==> config.mk <==
export PLATFORM = sky130hd
export DESIGN_NAME = hbp_host_byte_port
export DESIGN_NICKNAME = d
export VERILOG_FILES = /design/src/rtl/hbp_pkg.sv /design/src/rtl/hbp_host_byte_port.sv
export SDC_FILE = /design/constraint.sdc
export NUM_CORES = 1
export LEC_CHECK = 0
export BUFFER_PORTS_ARGS = -buffer_cell sky130_fd_sc_hd__clkbuf_2
export CORE_UTILIZATION = 40
export CTS_BUF_LIST = sky130_fd_sc_hd__clkbuf_2 sky130_fd_sc_hd__clkbuf_4 sky130_fd_sc_hd__clkbuf_8
export CTS_CLUSTER_DIAMETER = 200
export DETAILED_ROUTE_END_ITERATION = 6
export HOLD_SLACK_MARGIN = 0.03
export PLACE_DENSITY = 0.61
export SLEW_MARGIN = 20
export SYNTH_ARGS = -nofsm -noshare
export SYNTH_HDL_FRONTEND = slang
export SYNTH_SLANG_ARGS = --single-unit
export TNS_END_PERCENT = 10
==> constraint.sdc <==
create_clock -name clk -period 2.6 [get_ports clk]
set_input_delay 0.13 -clock clk [delete_from_list [all_inputs] [get_ports clk]]
set_output_delay 0.13 -clock clk [all_outputs]
set_load 0.03 [all_outputs]
==> src/rtl/hbp_pkg.sv <==
/*
  package of the host byte port: register offsets, field positions, reset values and
  timing counts.
  assumes a single 100 MHz clock and a plain register port with 8-bit data.
*/
package hbp_pkg;

  // ----------------------------------------------------------------
  // register offsets
  // ----------------------------------------------------------------
  localparam logic [7:0] PARALLEL_DATA_PORT_OFS        = 8'h08;
  localparam logic [7:0] CONTROL_PIN_PORT_OFS          = 8'h09;
  localparam logic [7:0] PERIPHERAL_FLAG_REG_OFS       = 8'h0c;
  localparam logic [7:0] SLAVE_PORT_CONTROL_STATUS_OFS = 8'h89;
  localparam logic [7:0] PERIPHERAL_ENABLE_REG_OFS     = 8'h8c;
  localparam logic [7:0] DATA_PORT_DIRECTION_OFS       = 8'h88;

  // ----------------------------------------------------------------
  // field positions
  // ----------------------------------------------------------------
  localparam int INPUT_FULL_POS    = 7;
  localparam int OUTPUT_FULL_POS   = 6;
  localparam int INPUT_OVERRUN_POS = 5;
  localparam int SLAVE_MODE_POS    = 4;
  localparam int PORT_INT_POS      = 7;

  // ----------------------------------------------------------------
  // reset values
  // ----------------------------------------------------------------
  localparam logic [2:0] CTRL_DIR_RESET  = 3'h7;
  localparam logic [7:0] DATA_DIR_RESET  = 8'hff;
  localparam logic [7:0] FLAG_REG_RESET  = 8'h00;
  localparam logic [7:0] EN_REG_RESET    = 8'h00;

  // ----------------------------------------------------------------
  // timing: four clocks form one instruction cycle, phases one to four
  // ----------------------------------------------------------------
  localparam int         CLK_PERIOD_NS  = 10;
  localparam int         CYCLE_NS       = 40;
  localparam int         PHASES         = CYCLE_NS / CLK_PERIOD_NS;
  localparam logic [1:0] SECOND_PHASE   = 2'h1;
  localparam logic [1:0] FOURTH_PHASE   = 2'h3;

endpackage

==> src/rtl/hbp_host_byte_port.sv <==
/*
  host byte port: 8-bit parallel slave port reached by an external bus master over
  chip select, read strobe and write strobe, and by firmware over a register port.
  assumes the register port follows the one-cycle strobe protocol with read data one
  cycle later; the strobe pins are asynchronous and are synchronised here.
*/
`timescale 1ns/1ps
module hbp_host_byte_port (
  input  wire logic       clk,
  input  wire logic       reset,
  input  wire logic [7:0] reg_addr,
  input  wire logic [7:0] reg_wdata,
  input  wire logic       reg_wr,
  input  wire logic       reg_rd,
  output logic      [7:0] reg_rdata,
  input  wire logic [7:0] data_in,
  output logic      [7:0] data_out,
  output logic      [7:0] data_oe_n,
  input  wire logic [2:0] ctrl_in,
  output logic      [2:0] ctrl_out,
  output logic      [2:0] ctrl_oe_n,
  output logic            irq
);

  // ----------------------------------------------------------------
  // state
  // ----------------------------------------------------------------
  typedef enum logic [1:0] {
    HBP_IDLE    = 2'b00,
    HBP_WRITE   = 2'b01,
    HBP_READ    = 2'b10,
    HBP_FINISH  = 2'b11
  } hbp_access_type;

  typedef struct packed {
    logic [2:0]     sync1;
    logic [2:0]     sync2;
    hbp_access_type acc;
    logic           was_write;
    logic           seen_second;
    logic [1:0]     phase;
    logic [7:0]     in_latch;
    logic [7:0]     out_latch;
    logic [7:0]     data_dir;
    logic [2:0]     ctrl_latch;
    logic [2:0]     ctrl_dir;
    logic           slave_mode;
    logic           input_full;
    logic           output_full;
    logic           input_overrun;
    logic [7:0]     flag_reg;
    logic [7:0]     en_reg;
    logic [7:0]     rdata;
  } hbp_state_type;

  hbp_state_type state_ff;
  hbp_state_type nxt_state;

  // synchronised pins: bit0 read strobe, bit1 write strobe, bit2 chip select
  logic rd_low;
  logic wr_low;
  logic cs_low;
  logic fw_rd_data;
  logic fw_wr_data;
  logic fw_wr_flag;

  assign rd_low = ~state_ff.sync2[0];
  assign wr_low = ~state_ff.sync2[1];
  assign cs_low = ~state_ff.sync2[2];
  assign fw_rd_data = reg_rd && (reg_addr == hbp_pkg::PARALLEL_DATA_PORT_OFS);
  assign fw_wr_data = reg_wr && (reg_addr == hbp_pkg::PARALLEL_DATA_PORT_OFS);
  assign fw_wr_flag = reg_wr && (reg_addr == hbp_pkg::PERIPHERAL_FLAG_REG_OFS);

  // ----------------------------------------------------------------
  // next state
  // ----------------------------------------------------------------
  always_comb begin
    logic set_in_full;
    logic set_int;
    logic [7:0] ctrl_rd;
    set_in_full = 1'b0;
    set_int     = 1'b0;
    ctrl_rd     = 8'h00;
    nxt_state   = state_ff;

    // two-stage synchroniser; only sync2 is looked at
    nxt_state.sync1 = ctrl_in;
    nxt_state.sync2 = state_ff.sync1;
    nxt_state.phase = state_ff.phase + 2'h1;

    // host access sequencing
    case (state_ff.acc)
      HBP_IDLE: begin
        if (state_ff.slave_mode && cs_low && wr_low) begin
          nxt_state.acc = HBP_WRITE;
        end else if (state_ff.slave_mode && cs_low && rd_low) begin
          nxt_state.acc = HBP_READ;
          nxt_state.output_full = 1'b0;
        end
      end
      HBP_WRITE: begin
        nxt_state.in_latch = data_in;
        if (!cs_low || !wr_low) begin
          nxt_state.acc         = HBP_FINISH;
          nxt_state.was_write   = 1'b1;
          nxt_state.seen_second = 1'b0;
        end
      end
      HBP_READ: begin
        if (!cs_low || !rd_low) begin
          nxt_state.acc         = HBP_FINISH;
          nxt_state.was_write   = 1'b0;
          nxt_state.seen_second = 1'b0;
        end
      end
      HBP_FINISH: begin
        if (state_ff.phase == hbp_pkg::SECOND_PHASE) begin
          nxt_state.seen_second = 1'b1;
        end
        if (state_ff.seen_second && state_ff.phase == hbp_pkg::FOURTH_PHASE) begin
          nxt_state.acc = HBP_IDLE;
          set_int       = 1'b1;
          set_in_full   = state_ff.was_write;
        end
      end
      default: begin
        nxt_state.acc = HBP_IDLE;
      end
    endcase

    // firmware write side effects
    if (reg_wr) begin
      case (reg_addr)
        hbp_pkg::PARALLEL_DATA_PORT_OFS: begin
          nxt_state.out_latch = reg_wdata;
        end
        hbp_pkg::CONTROL_PIN_PORT_OFS: begin
          nxt_state.ctrl_latch = reg_wdata[2:0];
        end
        hbp_pkg::DATA_PORT_DIRECTION_OFS: begin
          nxt_state.data_dir = reg_wdata;
        end
        hbp_pkg::SLAVE_PORT_CONTROL_STATUS_OFS: begin
          nxt_state.ctrl_dir      = reg_wdata[2:0];
          nxt_state.slave_mode    = reg_wdata[hbp_pkg::SLAVE_MODE_POS];
          // overrun is firmware-writable, so only firmware clears it
          nxt_state.input_overrun = reg_wdata[hbp_pkg::INPUT_OVERRUN_POS];
        end
        hbp_pkg::PERIPHERAL_FLAG_REG_OFS: begin
          nxt_state.flag_reg = reg_wdata;
        end
        hbp_pkg::PERIPHERAL_ENABLE_REG_OFS: begin
          nxt_state.en_reg = reg_wdata;
        end
        default: begin
        end
      endcase
    end
    if (fw_wr_data && state_ff.slave_mode) begin
      nxt_state.output_full = 1'b1;
    end
    if (fw_rd_data) begin
      nxt_state.input_full = 1'b0;
    end

    // hardware sets win over firmware clears
    if (set_in_full) begin
      if (state_ff.input_full && !fw_rd_data) begin
        nxt_state.input_overrun = 1'b1;
      end
      nxt_state.input_full = 1'b1;
    end
    if (set_int) begin
      nxt_state.flag_reg[hbp_pkg::PORT_INT_POS] = 1'b1;
    end

    if (!nxt_state.slave_mode) begin
      nxt_state.input_full  = 1'b0;
      nxt_state.output_full = 1'b0;
    end

    // read data, valid in the cycle after the strobe
    ctrl_rd = {5'h00, state_ff.slave_mode ? state_ff.sync2 : state_ff.sync2};
    case (reg_addr)
      hbp_pkg::PARALLEL_DATA_PORT_OFS:
        nxt_state.rdata = state_ff.slave_mode ? state_ff.in_latch : data_in;
      hbp_pkg::CONTROL_PIN_PORT_OFS:        nxt_state.rdata = ctrl_rd;
      hbp_pkg::DATA_PORT_DIRECTION_OFS:     nxt_state.rdata = state_ff.data_dir;
      hbp_pkg::SLAVE_PORT_CONTROL_STATUS_OFS:
        nxt_state.rdata = {state_ff.input_full, state_ff.output_full,
                           state_ff.input_overrun, state_ff.slave_mode,
                           1'b0, state_ff.ctrl_dir};
      hbp_pkg::PERIPHERAL_FLAG_REG_OFS:     nxt_state.rdata = state_ff.flag_reg;
      hbp_pkg::PERIPHERAL_ENABLE_REG_OFS:   nxt_state.rdata = state_ff.en_reg;
      default:                              nxt_state.rdata = 8'h00;
    endcase
    if (!reg_rd) begin
      nxt_state.rdata = 8'h00;
    end

    if (reset) begin
      nxt_state               = '0;
      nxt_state.sync1         = 3'h7;
      nxt_state.sync2         = 3'h7;
      nxt_state.acc           = HBP_IDLE;
      nxt_state.ctrl_dir      = hbp_pkg::CTRL_DIR_RESET;
      nxt_state.data_dir      = hbp_pkg::DATA_DIR_RESET;
      nxt_state.flag_reg      = hbp_pkg::FLAG_REG_RESET;
      nxt_state.en_reg        = hbp_pkg::EN_REG_RESET;
    end
  end

  always_ff @(posedge clk) begin
    state_ff <= nxt_state;
  end

  // ----------------------------------------------------------------
  // outputs
  // ----------------------------------------------------------------
  assign reg_rdata = state_ff.rdata;
  assign data_out  = state_ff.out_latch;
  // slave mode: drive only during a host read; direction register ignored
  assign data_oe_n = state_ff.slave_mode ? {8{state_ff.acc != HBP_READ}}
                                         : state_ff.data_dir;
  assign ctrl_out  = state_ff.ctrl_latch;
  // slave mode forces the control pins to inputs
  assign ctrl_oe_n = state_ff.slave_mode ? 3'h7 : state_ff.ctrl_dir;
  assign irq = state_ff.flag_reg[hbp_pkg::PORT_INT_POS] &
               state_ff.en_reg[hbp_pkg::PORT_INT_POS];

endmodule

==> impl_metrics.tcl, run 1 <==
set metrics [dict create \
    wl_per_cell_um 14.9 \
    hp-class "in2reg" \
    post-cts-setup-buffers 0 \
    cts_tree "done" \
    clkSlewWorstSetupHoldPaths_ps 70 \
    ir_worst_vdd_mv 0.271 \
    viasPerCell 5.07 \
    crit_fanout 20 \
    die_w_um 92.9 \
    grt_pass1_wl_um 11800 \
    p_leak_uw 0.00156 \
    ctsHoldBuffers 3 \
    drc 0 \
    insertion_delay_ps 350 \
    cts_buffers 9 \
    cts_sinks 70 \
    startpoint_type "flip-flop" \
    rsz0062_at_grt "no" \
    grt_max_degree 29 \
    synth_cells 342 \
    wl_um 7300 \
    setup_tns_ps 0 \
    post-dp-hpwl_um 5410 \
    relSlewSlack_pct 58.1 \
    ios 62 \
    n_antenna_cell 0 \
    pre_cts_ws_ps 727 \
    overflow 0 \
    r2r_slack_ps 880 \
    worstHoldStart "data_in[5]" \
    r2r.worst_path.cells 5 \
    max-cap-violations 0 \
    chipHeight_um 92.9 \
    period_share_pct 69.0 \
    root_buffer "clkbuf_8" \
    crit_required_ps 2470 \
    finalSetupViolCount 0 \
    vias 2485 \
    fin_skew_ps 6.79 \
    initial_core_util_pct 42.1 \
    antenna_found_initial 0 \
    place.gp.congestion 0.853 \
    synth.distinct_cells 48 \
    drt-initial-drc-count 119 \
    ys_ff_latch 70 \
    arrival_ps 1660 \
    path_class "reg2out" \
    slew_viol_final 0 \
    period_minus_slack_ps 1790 \
    grt_use_total_pct 18.0 \
    htreeDepth 3 \
    syn-mean-instance-area_um2 9.67 \
    fin_util_pct 48.1 \
    max_freq_mhz 557 \
    reg2reg_from "state_ff[27]" \
    setup.worst_path.end_class "output port" \
    worstMarginPinSlew_ps 628 \
    worst_hold_slack_ps 35.7 \
    synthesis.nets 379 \
    min_delay_worst_endpoint "state_ff[55]" \
    die_area_um2 8630 \
    final_nets 420 \
    rows 32 \
    hold_depth 3 \
    yosysSeqAreaShare_pct 42.4 \
    status "finished clean" \
    netlist_area_um2 3310 \
    cts_resized 0 \
    syn_to_final_growth_pct 14.2 \
    hold_viol_final 0 \
    ys_warn_count 0 \
    worstReg2RegEnd "state_ff[62]" \
    firstDrtPassIters 4 \
    powerDensity_nw_per_um2 608 \
    drive_gt1_share_pct 29.4 \
    antenna_left 0 \
    clock_path_buffers 2 \
    core-area_um2 7850 \
    setup_slack_ps 806 \
    io_buffers 61 \
    grt_pass1_vias 2362 \
]
==> Yosys cell counts, drive strengths merged <==
cell / instances / share of area (%)
dfxtp: 70 / 42
nor2: 63 / 7.2
mux2i: 44 / 13
buf: 24 / 5.1
clkbuf: 15 / 1.7
inv: 13 / 1.5
a211o: 11 / 2.9
a21oi: 11 / 1.7
mux2: 11 / 3.7
or2: 11 / 2.1
o21a: 8 / 1.8
ha: 6 / 2.3
nand2: 5 / 0.57
nand3: 4 / 0.61
a211oi: 3 / 0.68
mux4: 3 / 2.0
nand2b: 3 / 0.57
nor3: 3 / 0.79
or4b: 3 / 1.0
a221oi: 2 / 0.53
a22o: 2 / 0.53
a22oi: 2 / 0.45
a31oi: 2 / 0.38
nand4: 2 / 0.38
nor3b: 2 / 0.61
nor4b: 2 / 0.91
o21ai: 2 / 0.30
a21o: 1 / 0.23
a311oi: 1 / 0.26
a31o: 1 / 0.26
a41o: 1 / 0.30
and2: 1 / 0.19
and3: 1 / 0.19
and4b: 1 / 0.30
and4bb: 1 / 0.38
nand4bb: 1 / 0.34
nor4: 1 / 0.19
o2111ai: 1 / 0.26
o211ai: 1 / 0.23
o31ai: 1 / 0.23
o41a: 1 / 0.34
or3b: 1 / 0.26
==> per-layer routing <==
| layer | vias to the layer above | GRT usage, % | wire, um |
|---|---|---|---|
| li1 | 1254 | - | - |
| met1 | 1155 | 24.8 | 3510 |
| met2 | 69 | 27.1 | 3290 |
| met3 | 7 | 3.86 | 420 |
| met4 | 0 | 7.31 | 76 |
| met5 | - | 0 | 0 |
==> final cells by class <==
type | instances | area (um^2)
Sequential cell | 70 | 1400
Multi-Input combinational cell | 220 | 1640
Fill cell | 813 | 4070
Clock buffer | 9 | 124
Inverter | 13 | 48.8
Tap cell | 102 | 128
Clock inverter | 7 | 65.1
Timing Repair Buffer | 69 | 373
==> worst max-delay path: stages, from the launching register on <==
cell      delay (ps)
dfxtp_1          460
buf_4            280
nand2_1          210
o21a_1           180
clkbuf_2         180
==> power by group <==
group | leakage (uW) | internal, uW | switching (uW)
logic | 0.000900 | 131 | 162
clock network | 0.0000948 | 435 | 414
registers | 0.000567 | 1120 | 29.0
==> worst max-delay path by stage <==
| stage | start | endpoint | slack [ps] |
|---|---|---|---|
| 6_report | state_ff[27] | data_oe_n[1] | 810 |
| 5_1_grt | state_ff[27] | data_oe_n[6] | 650 |
| 4_1_cts | state_ff[27] | data_oe_n[1] | 770 |
| 3_5_place_dp | reg_addr[0] | state_ff[37] | 730 |
| 3_3_place_gp | reg_addr[0] | state_ff[23] | 780 |
| 2_1_floorplan | state_ff[63] | state_ff[62] | 1010 |
==> stage by stage <==
stage / cells / cell area (um^2) / total power, uW
floorplan: 342 / 3310 / 1380
global placement: 471 / 3560 / 1460
detailed placement: 471 / 3560 / 1470
CTS: 490 / 3770 / 2320
global route: 490 / 3770 / 2400
finish: 490 / 3770 / 2300
==> cell families after synthesis <==
family          Yosys count  share of synthesized area, %
buf+inv                  52                          8.29
compound gates           51                          11.4
simple gates            105                          16.5
fa+ha+maj                 6                          2.27
flops                    70                          42.4
mux                      58                          19.1
==> registers in the layout, summed over array words and instances, names as in the netlist <==
name and cells:
ctrl_out 3, data_out 8, reg_rdata 8, state_ff 51
==> layout by cell type (no fill, tap or decap), drive strengths merged, types with 8 or more instances in the layout <==
cell type / count
a211o: 11
a21oi: 11
clkbuf: 70
dfxtp: 70
inv: 13
mux2: 11
mux2i: 44
nor2: 63
o21a: 8
or2: 11
(Power assumes the default switching activity.)
==> run 2, diff against run 1 <==
--- a/config.mk
+++ b/config.mk
@@ -11,7 +11,7 @@
 export CTS_CLUSTER_DIAMETER = 200
 export DETAILED_ROUTE_END_ITERATION = 6
 export HOLD_SLACK_MARGIN = 0.03
-export PLACE_DENSITY = 0.61
+export PLACE_DENSITY = 0.63
 export SLEW_MARGIN = 20
 export SYNTH_ARGS = -nofsm -noshare
 export SYNTH_HDL_FRONTEND = slang
==> constraint.sdc (replaced) <==
create_clock -name clk -period 1.6 [get_ports clk]
set_input_delay 0.08 -clock clk [delete_from_list [all_inputs] [get_ports clk]]
set_output_delay 0.08 -clock clk [all_outputs]
set_load 0.03 [all_outputs]
==> run 2 against run 1 <==
  * Die area did not move
  * Clock power is 100% higher
  * Utilization up 4.1 points
  * Wire length up 7.0%
  * Highest routed layer unchanged
  * First-iteration DRC count rose by 6.7%
  * Sequential share of layout area is 2.8 points lower
  * Design area is 8.5% higher
  * Via count up 5.1%
  * Non-clock buffer count increased by 26
  * Critical path depth stayed put
==> impl_metrics.tcl, run 2 (synthesis gave the netlist of run 1 again) <==
set metrics [dict create \
    status "finished clean" \
    powerDensity_nw_per_um2 1010 \
    rsz0062_at_grt "no" \
    relSlewSlack_pct 62.5 \
    final_nets 446 \
    hold_viol_final 0 \
    overflow 0 \
    critPathLaunch "state_ff[27]" \
    period_minus_slack_ps 1520 \
    place.gp.congestion 0.818 \
    highest-signal-layer "met4" \
    drive_gt1_share_pct 32.4 \
    worstHoldStart "reg_wdata[1]" \
    die_area_um2 8630 \
    root_buffer "clkbuf_8" \
    final_common_cell "dfxtp_1" \
    setup.worst_path.end_class "flip-flop" \
    antenna_found_initial 0 \
    critPathCapture "reg_rdata[1]" \
    drc 0 \
    cts_tree "done" \
    chipHeight_um 92.9 \
    r2r.worst_path.cells 4 \
    p_leak_uw 0.00173 \
    wl_um 7810 \
    rows 32 \
    setup_slack_ps 81.2 \
    period_share_pct 94.9 \
    largest_reg_flops 51 \
    post-cts-setup-buffers 0 \
    max_freq_mhz 658 \
    worstMarginPinSlew_ps 563 \
    clkSlewWorstSetupHoldPaths_ps 70 \
    path_class "reg2reg" \
    fin_skew_ps 10.7 \
    cts_sinks 70 \
    vias 2611 \
    htreeDepth 3 \
    crit_required_ps 1820 \
    dr_wl_met2_um 3540 \
    slew_viol_final 0 \
    r2r_slack_ps 80 \
    io_buffers 61 \
    setup_tns_ps 0 \
    antenna_left 0 \
    layout_common_cells "dfxtp_1 (68), nor2_1 (63), clkbuf_2 (54), mux2i_1 (44), buf_4 (20)" \
    clock_path_buffers 2 \
    finalSetupViolCount 0 \
    ios 62 \
    reg2reg_from "state_ff[27]" \
    arrival_ps 1740 \
    wl_per_cell_um 15.1 \
    grt_pass1_wl_um 12600 \
    grt_pass1_vias 2503 \
    drt-initial-drc-count 127 \
    n_antenna_cell 0 \
    grt_max_degree 23 \
    met1_length_um 3880 \
    pre_cts_ws_ps 43.7 \
    post-dp-hpwl_um 5810 \
    die_w_um 92.9 \
    crit_fanout 6 \
    top_register "state_ff" \
    hp-class "in2reg" \
    startpoint_type "flip-flop" \
    wl_met3_um 346 \
    ir_worst_vdd_mv 0.480 \
    max-cap-violations 0 \
    grt_use_total_pct 19.0 \
    initial_core_util_pct 42.1 \
    worst_hold_slack_ps 64.5 \
    cts_buffers 9 \
    firstDrtPassIters 4 \
    syn_to_final_growth_pct 23.9 \
    worstReg2RegEnd "reg_rdata[1]" \
    viasPerCell 5.06 \
    insertion_delay_ps 340 \
    core-area_um2 7850 \
]
## run 2: metrics by stage
step	utilization (%)	cell area [um^2]	cells	total power, uW
3_3_place_gp	47.0	3690	487	2390
4_1_cts	52.1	4090	516	4160
3_5_place_dp	47.0	3690	487	2400
6_report	52.2	4100	516	4150
5_1_grt	52.2	4100	516	4320
2_1_floorplan	-	3310	342	2240
## run 2: worst max-delay path: stages, from the launching register on
cell	delay [ps]
dfxtp_2	380
mux2_2	350
mux4_2	450
a21oi_1	160
nor2_1	50
## run 2: repair_timing
item,CTS,global route
pin swaps,1,0
setup endpoints to repair,8,13
hold buffers,13,0
resized for setup,9,3
cloned,0,0
hold endpoints to repair,13,0
## run 2: cell type report
cell class              instances  area (um^2)
fillers                       747         3750
multi-input cells             220         1650
flip-flops and latches         70         1400
repair buffers                 95          623
clock buffers                  10          138
well taps                     102          128
clock inverters                 6          109
inverters                      13         48.8
## run 2: worst min-delay path by stage
stage,to,slack [ps],cells after the start
4_1_cts,state_ff[15],50,3
2_1_floorplan,state_ff[67],180,1
5_1_grt,state_ff[9],60,3
3_3_place_gp,state_ff[69],260,2
3_5_place_dp,state_ff[68],270,2
6_report,state_ff[9],60,3
## run 2: power breakdown
part,internal [uW],switching (uW),total (uW)
Sequential,1830,49.6,1880
Combinational,247,276,523
Clock,1080,669,1740
Total,3150,994,4150
## run 2: layer usage
| layer | GRT usage [%] | vias to the layer above |
|---|---|---|
| met4 | 4.62 | 0 |
| met5 | 0 | - |
| met3 | 4.43 | 4 |
| li1 | - | 1313 |
| met2 | 30.0 | 72 |
| met1 | 26.0 | 1222 |
